===== config.mk =====
export PLATFORM = sky130hd
export DESIGN_NAME = chs_core_halt_sleep_control
export DESIGN_NICKNAME = d
export VERILOG_FILES = /design/src/rtl/chs_sync.v /design/src/rtl/chs_core_halt_sleep_control.v
export VERILOG_INCLUDE_DIRS = /design/src /design/src/rtl
export SDC_FILE = /design/constraint.sdc
export NUM_CORES = 1
export LEC_CHECK = 0
export BUFFER_PORTS_ARGS = -buffer_cell sky130_fd_sc_hd__buf_4
export CAP_MARGIN = 0
export CORE_UTILIZATION = 45
export CTS_CLUSTER_DIAMETER = 50
export DETAILED_ROUTE_END_ITERATION = 10
export PLACE_DENSITY = 0.87
export SYNTH_ARGS = -nofsm -noshare
export SYNTH_HDL_FRONTEND = slang
export SYNTH_SLANG_ARGS = --single-unit

===== constraint.sdc =====
create_clock -name aclk -period 4.6 [get_ports aclk]
set_input_delay 0.46 -clock aclk [delete_from_list [all_inputs] [get_ports aclk]]
set_output_delay 0.46 -clock aclk [all_outputs]
set_load 0.02 [all_outputs]

===== src/rtl/chs_map.vh =====
`ifndef CHS_MAP_VH
`define CHS_MAP_VH

// Register byte offsets
`define CHS_OFF_CTRL        8'h00
`define CHS_OFF_STAT        8'h04
`define CHS_OFF_IRQ_STAT    8'h08
`define CHS_OFF_IRQ_MASK    8'h0C
`define CHS_OFF_VECTOR      8'h10

// Control fields
`define CHS_CTRL_HALT       0
`define CHS_CTRL_RESUME     1
`define CHS_CTRL_DBG_WAKE   2

// Status fields
`define CHS_STAT_HALTED     0
`define CHS_STAT_ERROR      1
`define CHS_STAT_SLEEP      2
`define CHS_STAT_HALT_REQ   3
`define CHS_STAT_DBG_WAKEUP 4
`define CHS_STAT_PENDING    5

// Interrupt event fields
`define CHS_EV_HALTED       0
`define CHS_EV_ERROR        1
`define CHS_EV_SLEEP        2
`define CHS_EV_WAKE         3
`define CHS_EV_W            4

// Reset values
`define CHS_RST_MASK        4'h0
`define CHS_RST_DBG_WAKE    1'b0

// Response codes
`define CHS_RESP_OKAY       2'h0
`define CHS_RESP_SLVERR     2'h2

// Synchroniser depth
`define CHS_SYNC_STAGES     2

`endif


===== src/rtl/chs_sync.v =====
`timescale 1ns/1ps
`default_nettype none
`include "chs_map.vh"

module chs_sync #(
    parameter WIDTH = 1
) (
    input  wire             aclk,    // Core clock
    input  wire             aresetn, // Sync reset, active low
    input  wire [WIDTH-1:0] d_in,    // Asynchronous inputs
    output wire [WIDTH-1:0] q_out    // Synchronised outputs
);

    reg [WIDTH-1:0] meta_r;
    reg [WIDTH-1:0] sync_r;

    // First stage feeds only the second stage
    always @(posedge aclk) begin
        if (!aresetn) begin
            meta_r <= {WIDTH{1'b0}};
            sync_r <= {WIDTH{1'b0}};
        end else begin
            meta_r <= d_in;
            sync_r <= meta_r;
        end
    end

    assign q_out = sync_r;

endmodule
`default_nettype wire


===== src/rtl/chs_core_halt_sleep_control.v =====
// The AXI4-Lite register port and the placing of the registers were left to the implementer.
`timescale 1ns/1ps
`default_nettype none
`include "chs_map.vh"

module chs_core_halt_sleep_control #(
    parameter DEBUG_ENABLED  = 1,
    parameter FAULT_TOLERANT = 1,
    parameter INTERRUPT_MODE = 2
) (
    input  wire        aclk,                  // Core clock, 25 MHz
    input  wire        aresetn,               // Sync reset, active low
    input  wire [7:0]  s_axi_awaddr,          // Write address
    input  wire        s_axi_awvalid,         // Write address valid
    output wire        s_axi_awready,         // Write address ready
    input  wire [31:0] s_axi_wdata,           // Write data
    input  wire [3:0]  s_axi_wstrb,           // Write strobes
    input  wire        s_axi_wvalid,          // Write data valid
    output wire        s_axi_wready,          // Write data ready
    output wire [1:0]  s_axi_bresp,           // Write response
    output wire        s_axi_bvalid,          // Write response valid
    input  wire        s_axi_bready,          // Write response ready
    input  wire [7:0]  s_axi_araddr,          // Read address
    input  wire        s_axi_arvalid,         // Read address valid
    output wire        s_axi_arready,         // Read address ready
    output wire [31:0] s_axi_rdata,           // Read data
    output wire [1:0]  s_axi_rresp,           // Read response
    output wire        s_axi_rvalid,          // Read data valid
    input  wire        s_axi_rready,          // Read data ready
    input  wire        core_reset,            // Core reset pin, active high
    input  wire        core_reset_alt,        // Alternate core reset pin, active high
    input  wire        dbg_stop,              // Debug halt request pin
    input  wire [1:0]  wakeup,                // Wake pins
    input  wire        missed_exception,      // Pulse from core, exception missed
    input  wire        sleep_exec,            // Pulse from core, sleep instruction done
    input  wire        ext_access_busy,       // Core has external accesses outstanding
    input  wire        pipe_stopped,          // Core pipeline is idle
    input  wire        int_taken,             // Pulse from core, interrupt taken
    input  wire [31:0] interrupt_address,     // Interrupt vector from controller
    output wire        halt_req,              // Stop request to pipeline
    output wire        fetch_hold,            // Hold fetch for sleep entry
    output wire        fetch_resume,          // One-cycle pulse, fetch resumes
    output wire        pipeline_halted,       // Pipeline is halted
    output wire        missed_exception_halt, // Halted by missed exception
    output wire        sleep,                 // Core is sleeping
    output wire        dbg_wakeup,            // Debug wake request to wake logic
    output wire        interrupt_ack,         // Interrupt acknowledge pulse
    output wire [31:0] int_vector,            // Latched interrupt vector
    output wire        irq                    // Level interrupt
);

    localparam ST_RUN   = 2'b00;
    localparam ST_PEND  = 2'b01;
    localparam ST_SLEEP = 2'b10;

    ////////////////////////////////////////////////////////////////////////////
    // Pin synchronisers

    wire [4:0] pins_s;
    wire       rst_s;
    wire       rst_alt_s;
    wire       stop_s;
    wire [1:0] wake_s;

    chs_sync #(
        .WIDTH (5)
    ) u_sync (
        .aclk    (aclk),
        .aresetn (aresetn),
        .d_in    ({wakeup, dbg_stop, core_reset_alt, core_reset}),
        .q_out   (pins_s)
    );

    assign rst_s     = pins_s[0];
    assign rst_alt_s = pins_s[1];
    assign stop_s    = pins_s[2];
    assign wake_s    = pins_s[4:3];

    wire core_rst = rst_s | rst_alt_s;

    reg  stop_d_r;
    wire stop_rise = stop_s & ~stop_d_r;

    always @(posedge aclk) begin
        if (!aresetn) begin
            stop_d_r <= 1'b0;
        end else begin
            stop_d_r <= stop_s;
        end
    end

    ////////////////////////////////////////////////////////////////////////////
    // AXI4-Lite slave

    function addr_ok;
        input [7:0] a;
        begin
            addr_ok = (a == `CHS_OFF_CTRL) || (a == `CHS_OFF_STAT) ||
                      (a == `CHS_OFF_IRQ_STAT) || (a == `CHS_OFF_IRQ_MASK) ||
                      (a == `CHS_OFF_VECTOR);
        end
    endfunction

    reg        aw_full_r;
    reg [7:0]  aw_addr_r;
    reg        w_full_r;
    reg [31:0] w_data_r;
    reg [3:0]  w_strb_r;
    reg        bvalid_r;
    reg [1:0]  bresp_r;
    reg        rvalid_r;
    reg [1:0]  rresp_r;
    reg [31:0] rdata_r;

    assign s_axi_awready = ~aw_full_r & ~bvalid_r;
    assign s_axi_wready  = ~w_full_r & ~bvalid_r;
    assign s_axi_arready = ~rvalid_r;
    assign s_axi_bvalid  = bvalid_r;
    assign s_axi_bresp   = bresp_r;
    assign s_axi_rvalid  = rvalid_r;
    assign s_axi_rresp   = rresp_r;
    assign s_axi_rdata   = rdata_r;

    wire do_write = aw_full_r & w_full_r & ~bvalid_r;
    wire wr_lane0 = do_write & w_strb_r[0];
    wire wr_ctrl  = wr_lane0 & (aw_addr_r == `CHS_OFF_CTRL);
    wire wr_ist   = wr_lane0 & (aw_addr_r == `CHS_OFF_IRQ_STAT);
    wire wr_mask  = wr_lane0 & (aw_addr_r == `CHS_OFF_IRQ_MASK);
    wire do_read  = s_axi_arvalid & ~rvalid_r;

    always @(posedge aclk) begin
        if (!aresetn) begin
            aw_full_r <= 1'b0;
            aw_addr_r <= 8'h00;
            w_full_r  <= 1'b0;
            w_data_r  <= 32'h0000_0000;
            w_strb_r  <= 4'h0;
            bvalid_r  <= 1'b0;
            bresp_r   <= `CHS_RESP_OKAY;
        end else begin
            if (s_axi_awvalid && s_axi_awready) begin
                aw_full_r <= 1'b1;
                aw_addr_r <= s_axi_awaddr;
            end
            if (s_axi_wvalid && s_axi_wready) begin
                w_full_r <= 1'b1;
                w_data_r <= s_axi_wdata;
                w_strb_r <= s_axi_wstrb;
            end
            if (do_write) begin
                aw_full_r <= 1'b0;
                w_full_r  <= 1'b0;
                bvalid_r  <= 1'b1;
                bresp_r   <= addr_ok(aw_addr_r) ? `CHS_RESP_OKAY : `CHS_RESP_SLVERR;
            end else if (bvalid_r && s_axi_bready) begin
                bvalid_r <= 1'b0;
            end
        end
    end

    ////////////////////////////////////////////////////////////////////////////
    // Halt and error

    reg halt_r;
    reg halted_r;
    reg err_r;
    reg dbg_wake_en_r;

    wire halt_cmd   = wr_ctrl & w_data_r[`CHS_CTRL_HALT];
    wire resume_cmd = wr_ctrl & w_data_r[`CHS_CTRL_RESUME];
    wire err_set    = (FAULT_TOLERANT == 1) & missed_exception;
    wire stop_evt   = (DEBUG_ENABLED == 1) & stop_rise;
    wire halt_set   = stop_evt | halt_cmd | err_set;

    always @(posedge aclk) begin
        if (!aresetn || core_rst) begin
            halt_r   <= 1'b0;
            halted_r <= 1'b0;
            err_r    <= 1'b0;
        end else begin
            if (halt_set) begin
                halt_r <= 1'b1;
            end else if (resume_cmd && !err_r) begin
                halt_r <= 1'b0;
            end
            if (err_set) begin
                err_r <= 1'b1;
            end
            halted_r <= halt_r & pipe_stopped;
        end
    end

    assign halt_req              = halt_r;
    assign pipeline_halted       = halted_r;
    assign missed_exception_halt = err_r;

    ////////////////////////////////////////////////////////////////////////////
    // Sleep handshake

    reg [1:0] state_r;
    reg [1:0] state_nxt;
    reg       sleep_r;
    reg       resume_r;
    reg       dbg_wakeup_r;

    always @* begin
        state_nxt = state_r;
        case (state_r)
            ST_RUN: begin
                if (sleep_exec) begin
                    state_nxt = ST_PEND;
                end
            end
            ST_PEND: begin
                if (!ext_access_busy && pipe_stopped) begin
                    state_nxt = ST_SLEEP;
                end
            end
            ST_SLEEP: begin
                if (|wake_s) begin
                    state_nxt = ST_RUN;
                end
            end
            default: begin
                state_nxt = ST_RUN;
            end
        endcase
    end

    wire wake_evt = (state_r == ST_SLEEP) && (state_nxt == ST_RUN);

    // Sleep and resume change on the same edge, so no cycle sleeps while fetching
    always @(posedge aclk) begin
        if (!aresetn || core_rst) begin
            state_r      <= ST_RUN;
            sleep_r      <= 1'b0;
            resume_r     <= 1'b0;
            dbg_wakeup_r <= 1'b0;
        end else begin
            state_r      <= state_nxt;
            sleep_r      <= (state_nxt == ST_SLEEP);
            resume_r     <= wake_evt;
            dbg_wakeup_r <= dbg_wake_en_r & (state_nxt == ST_SLEEP);
        end
    end

    assign fetch_hold   = (state_r != ST_RUN);
    assign fetch_resume = resume_r;
    assign sleep        = sleep_r;
    assign dbg_wakeup   = dbg_wakeup_r;

    ////////////////////////////////////////////////////////////////////////////
    // Low-latency interrupt vector

    reg        ack_r;
    reg [31:0] vec_r;

    always @(posedge aclk) begin
        if (!aresetn) begin
            ack_r <= 1'b0;
            vec_r <= 32'h0000_0000;
        end else begin
            ack_r <= (INTERRUPT_MODE == 2) & int_taken;
            if (INTERRUPT_MODE == 2 && int_taken) begin
                vec_r <= interrupt_address;
            end
        end
    end

    assign interrupt_ack = ack_r;
    assign int_vector    = vec_r;

    ////////////////////////////////////////////////////////////////////////////
    // Control, interrupt status and mask

    reg  [`CHS_EV_W-1:0] ist_r;
    reg  [`CHS_EV_W-1:0] mask_r;
    reg                  halted_d_r;
    reg                  sleep_d_r;
    wire [`CHS_EV_W-1:0] ev;

    assign ev[`CHS_EV_HALTED] = halted_r & ~halted_d_r;
    assign ev[`CHS_EV_ERROR]  = err_set;
    assign ev[`CHS_EV_SLEEP]  = sleep_r & ~sleep_d_r;
    assign ev[`CHS_EV_WAKE]   = wake_evt;

    wire [`CHS_EV_W-1:0] ist_clr = wr_ist ? w_data_r[`CHS_EV_W-1:0] : {`CHS_EV_W{1'b0}};

    // Set beats clear so a coincident event is kept
    always @(posedge aclk) begin
        if (!aresetn) begin
            ist_r         <= {`CHS_EV_W{1'b0}};
            mask_r        <= `CHS_RST_MASK;
            dbg_wake_en_r <= `CHS_RST_DBG_WAKE;
            halted_d_r    <= 1'b0;
            sleep_d_r     <= 1'b0;
        end else begin
            ist_r      <= (ist_r & ~ist_clr) | ev;
            halted_d_r <= halted_r;
            sleep_d_r  <= sleep_r;
            if (wr_mask) begin
                mask_r <= w_data_r[`CHS_EV_W-1:0];
            end
            if (wr_ctrl) begin
                dbg_wake_en_r <= w_data_r[`CHS_CTRL_DBG_WAKE];
            end else if (wake_evt) begin
                dbg_wake_en_r <= 1'b0;
            end
        end
    end

    assign irq = |(ist_r & mask_r);

    ////////////////////////////////////////////////////////////////////////////
    // Read path

    reg [31:0] rd_mux;

    always @* begin
        rd_mux = 32'h0000_0000;
        case (s_axi_araddr)
            `CHS_OFF_CTRL: begin
                rd_mux[`CHS_CTRL_DBG_WAKE] = dbg_wake_en_r;
            end
            `CHS_OFF_STAT: begin
                rd_mux[`CHS_STAT_HALTED]     = halted_r;
                rd_mux[`CHS_STAT_ERROR]      = err_r;
                rd_mux[`CHS_STAT_SLEEP]      = sleep_r;
                rd_mux[`CHS_STAT_HALT_REQ]   = halt_r;
                rd_mux[`CHS_STAT_DBG_WAKEUP] = dbg_wakeup_r;
                rd_mux[`CHS_STAT_PENDING]    = (state_r == ST_PEND);
            end
            `CHS_OFF_IRQ_STAT: begin
                rd_mux[`CHS_EV_W-1:0] = ist_r;
            end
            `CHS_OFF_IRQ_MASK: begin
                rd_mux[`CHS_EV_W-1:0] = mask_r;
            end
            `CHS_OFF_VECTOR: begin
                rd_mux = vec_r;
            end
            default: begin
                rd_mux = 32'h0000_0000;
            end
        endcase
    end

    always @(posedge aclk) begin
        if (!aresetn) begin
            rvalid_r <= 1'b0;
            rresp_r  <= `CHS_RESP_OKAY;
            rdata_r  <= 32'h0000_0000;
        end else if (do_read) begin
            rvalid_r <= 1'b1;
            rresp_r  <= addr_ok(s_axi_araddr) ? `CHS_RESP_OKAY : `CHS_RESP_SLVERR;
            rdata_r  <= rd_mux;
        end else if (rvalid_r && s_axi_rready) begin
            rvalid_r <= 1'b0;
        end
    end

endmodule
`default_nettype wire


* After elaboration in Yosys (flattened, before gate mapping)
Index checks and enable logic that the tools add are counted.
** Storage, ports and cells
- Output and inout port bits :: 82
- Flip-flop bits (word level) :: 116
- Input bits :: 101
- Logic and storage cells :: 120
** Operators by class
- Bitwise operators :: 31
- Eq/ne operators :: 11
- Reduce and logical (&&, ||, !) cells :: 31
- Multiplexer cells :: 20
** Operators by type and width (count)
- $eq A8 B4 Y1 const B :: 4
- $mux W26 :: 1
- $and A1 B1 Y1 :: 16
- $eq A8 B3 Y1 const B :: 2
- $eq A8 B5 Y1 const B :: 2
- $logic_not A8 Y1 :: 2
- $mux W2 :: 5
- $reduce_bool A2 Y1 :: 5
- $logic_or A1 B1 Y1 :: 9
- $and A4 B4 Y4 :: 2
- $mux W1 :: 8
- $not A1 Y1 :: 8
- $pmux W2 S4 :: 1
- $logic_and A1 B1 Y1 :: 7
- $pmux W2 S3 :: 1
- $pmux W1 S5 :: 1
- $eq A2 B2 Y1 const B :: 2
- $logic_not A2 Y1 :: 2
- $mux W4 :: 1
- $not A4 Y4 :: 1
- $or A4 B4 Y4 :: 1
- $pmux W1 S4 :: 1
- $pmux W2 S2 :: 1
- $reduce_or A2 Y1 :: 2
- 4 further kinds :: 8

* Longest topological paths before layout
- Depth after elaboration :: 8
- Depth in mapped cells :: 6
- Mapped depth without buffers :: 4

* Cells and area by module
From an unflattened synthesis, not the netlist that was laid out.
** Unflattened totals
- Cell total of the unflattened synthesis :: 431
- Area, all modules :: 4413.0 µm²
** Modules (own cells, without submodules)
- chs_core_halt_sleep_control :: sequential area each 2082.0 µm², instances 1, cells each 411, area each 4150.2 µm²
- chs_sync :: sequential area each 200.2 µm², instances 1, cells each 20, area each 262.8 µm²

* Worst setup path after synthesis
Ideal clock, no wire load.
- Kind :: input-to-reg
- Start :: input s_axi_araddr[2]
- End :: register rdata_r[10], in the netlist s_axi_rdata[10]
- Stages :: 6
- Data required time :: 4.535 ns
- Path buffers :: 2
- Setup slack :: 2.842 ns
- Setup time :: 0.065 ns
- Arrival time :: 1.693 ns
- Cells stage by stage :: buf_2 -> or4bb_1 -> nor4_4 -> buf_6 -> a22oi_1 -> nor2b_1
** Between the ends
- Longest elaborated chain between the ends :: 2
** Ends and longest elaborated chain
- start, declared :: line chs_core_halt_sleep_control.v:23 : input wire [7:0] s_axi_araddr,
- $eq A8 B5 Y1 :: line chs_core_halt_sleep_control.v:321 : case (s_axi_araddr)
- $mux W26 :: line chs_core_halt_sleep_control.v:321
- end signal, assigned :: line chs_core_halt_sleep_control.v:356 : rdata_r <= rd_mux;
- end, declared :: line chs_core_halt_sleep_control.v:113 : reg [31:0] rdata_r;
Every way passes these cells.
A chain may end at the register's enable or synchronous reset.

* Final worst setup path
- Start :: register aw_addr_r[0]
- End :: register mask_r[0]
** Between the ends
- Longest elaborated chain between the ends :: 2
** Ends and longest elaborated chain
- start, declared :: line chs_core_halt_sleep_control.v:105 : reg [7:0] aw_addr_r;
- start signal, assigned :: line chs_core_halt_sleep_control.v:143 : aw_addr_r <= s_axi_awaddr;
- $eq A8 B4 Y1 (no line)
- $and A1 B1 Y1 :: line chs_core_halt_sleep_control.v:128 : wire wr_mask = wr_lane0 & (aw_addr_r == `CHS_OFF_IRQ_MASK);
- end signal, assigned :: line chs_core_halt_sleep_control.v:293 : mask_r <= `CHS_RST_MASK;
- end signal, assigned :: line chs_core_halt_sleep_control.v:302 : mask_r <= w_data_r[`CHS_EV_W-1:0];
- end, declared :: line chs_core_halt_sleep_control.v:277 : reg [`CHS_EV_W-1:0] mask_r;
Every way passes these cells.

==> qor.csv <==
stage,metric,value,unit
routing,via_per_inst,5.02,
die,ios,183,
min_path,min-delay-path-class,input port to flop,
clock_tree,cts_resized,0,
timing,hold_slack,163,ps
placed_design,hpwlAfterDp,7.31,mm
synthesis,synth-edff-count,0,
synthesis,yosysMostFrequentCell,dfxtp_1,
final_layout,multi_input_area,0.00199,mm2
clock_tree,clk_pin_slew,60,ps
synthesis,ys_warn_count,0,
timing,fin_skew,13.5,ps
setup_path,path_class,flop to flop,
clock_tree,cts_buffers,17,
grt,grt_pass1_vias,3424,
routing,ant_nets,0,
timing,rsz0062_at_grt,false,
outcome,status,finished clean,
placed_design,place_congestion,0.840,
final_layout,drive_above_1_share,33.2,%
routing,routed_wl,10.6,mm
die,rows,35,
clock_tree,root_buffer,clkbuf_8,
final_layout,regArea,0.00228,mm2
routing,drt_pass1_iterations,4,
setup_path,end_kind,flop,
placed_design,place_area,0.00558,mm2
synthesis,synth-compound-area-share,11.5,%
timing,tns,0,ps
timing,worstMarginPinSlew,860,ps
die,fp.dieW,101,um
synthesis,synth.avg_cell_area,10.3,um2
synthesis,synth-seq-cells,114,
final_layout,n_fill_cell,755,
clock_tree,post_cts.repair.setup_buffers,0,
clock_tree,cts_hold_buf,0,
setup_path,cp-start-kind,flop,
synthesis,synth_cells,430,
synthesis,synth_top_family_by_area,simple AND/OR/NAND/NOR gates,
synthesis,synth_top_cell_area_share,51.6,%
clock_tree,cts_tree,built,
timing,maxSlewHeadroom,42.6,%
synthesis,synth.area.top_cells,"dfxtp_1 52%, nor2b_1 10%, mux2i_1 9.3%, a22oi_1 4.8%, and2_1 2.7%",
synthesis,synth-main-ff-cell,dfxtp_1,
synthesis,synth-async-reset-ratio,0,%
final_layout,final_area,0.00619,mm2
timing,finalCritPeriodShare,40.1,%
final_layout,synthToLayoutAreaGrowth,39.9,%
setup_path,path_max_fanout,5,
power_and_ir_drop,p_leak,2.67,nW
grt,grt.overflow.total,0,
synthesis,synth_common_cells,"114 x dfxtp_1, 73 x nor2b_1, 41 x mux2i_1",
clock_tree,clock_latency,500,ps
routing,drc,0,
timing,slew_violations,0,
timing,max_freq,542,MHz
final_layout,n_antenna_cell,0,
grt,track_usage,20.6,%
clock_tree,cts_max_path_buffers,2,
synthesis,yosys-mux-area-fraction,10.5,%
synthesis,synthAdderAreaFrac,0,%
routing,wl_per_cell,14.9,um
final_layout,fin_nets,673,
die,start_util,47.2,%
clock_tree,h-tree-depth,4,
synthesis,yosysSeqAreaShare,51.6,%
routing,vias,3584,
timing,fin_crit,1840,ps
die,core_area,0.00937,mm2
placed_design,io_buffers,149,
timing,setup_violations,0,
power_and_ir_drop,ir_worst_vdd,0.292,mV
setup_path,cp.arrival,2220,ps
die,die_area,0.0102,mm2
synthesis,synth_xor_xnor_area_share,0,%
power_and_ir_drop,power_density,427,mW/mm2
setup_path,crit_required,4980,ps
synthesis,ys_types,42,
grt,grt_max_degree,112,
grt,antenna_found_initial,0,
die,die_height,101,um
synthesis,synth_area,0.00442,mm2
grt,grt_pass1_wl,16.1,mm
timing,finalHoldViolCount,0,
synthesis,yosys.area_share.simple,22.7,%
clock_tree,cts_sinks,114,
routing,drt-initial-drc-count,134,
synthesis,synth_area_leader_cell,dfxtp_1,
job,maxCapViolations,0,
sequential cells by signal (all words and copies together) (netlist names), 2 cells and up:
signal and count:
aw_addr_r 8, int_vector 32, ist_r 4, mask_r 4
s_axi_rdata 32, state_r 2, u_sync.meta_r 5, u_sync.q_out 5
w_data_r 4
final timing paths:
path | depth (start not counted) | to | startpoint | slack, ps
worst max register to register | 4 | mask_r[0] | aw_addr_r[0] | 2760
worst min-delay path | 2 | u_sync.meta_r[4] | wakeup[1] | 160
worst max-delay path | 4 | mask_r[0] | aw_addr_r[0] | 2760
worst min register to register | 1 | u_sync.q_out[3] | u_sync.meta_r[3] | 430
cells in the final DEF, fill, tap and decap left out, types with 4 or more instances in the layout:
cell,n
bufinv_16,4
a22oi_1,28
nor2_1,17
nand2_1,30
mux2i_1,41
dfxtp_1,114
nand3_1,5
o21ai_0,7
and2_1,19
buf_4,151
nor2b_1,73
a21oi_1,4
clkbuf_16,16
a21boi_0,13
a32oi_1,4
nand2b_1,4
metal layers:
metal / global-route usage [%] / share of wire (%) / vias to the layer above
met1: 23.9 / 42 / 1679
met4: 10.3 / 2.8 / 0
li1: - / - / 1772
met2: 34.5 / 50 / 111
met3: 6.56 / 5.3 / 22
met5: 0 / 0 / -
power by group:
group	total [mW]	internal (mW)	switching, mW
sequential	1.06	1.03	0.0316
clock	1.34	0.893	0.451
combinational	0.244	0.121	0.123
worst max-delay path: stages (launching register included):
cell and delay, ps:
dfxtp_1 310, or4_4 590, nor4_4 460, mux2i_1 300
nor2b_1 70
kinds of logic after synthesis:
kind of cell,after synthesis
other,1
buffers and inverters,32
muxes,45
DFF,114
AOI/OAI and AO/OA,70
and+or+nand+nor,168
area by class of cell:
| type | instances | share of cell area (%) |
|---|---|---|
| flip-flops and latches | 114 | 36.9 |
| repair buffers | 151 | 18.3 |
| clock inverters | 13 | 2.97 |
| well taps | 129 | 2.61 |
| clock buffers | 19 | 6.97 |
| multi-input cells | 285 | 32.1 |
| inverters | 3 | 0.182 |
through the flow:
step	setup WS, ps	util [%]	total power [mW]	std cells
finish	2760	66.1	2.65	714
global route	2650	66.1	2.73	714
CTS	2760	66.1	2.67	714
detailed placement	2530	59.5	1.32	682
global placement	2560	59.5	1.31	682
floorplan	2840	-	1.21	431
Power figures use the tool's default switching activity.
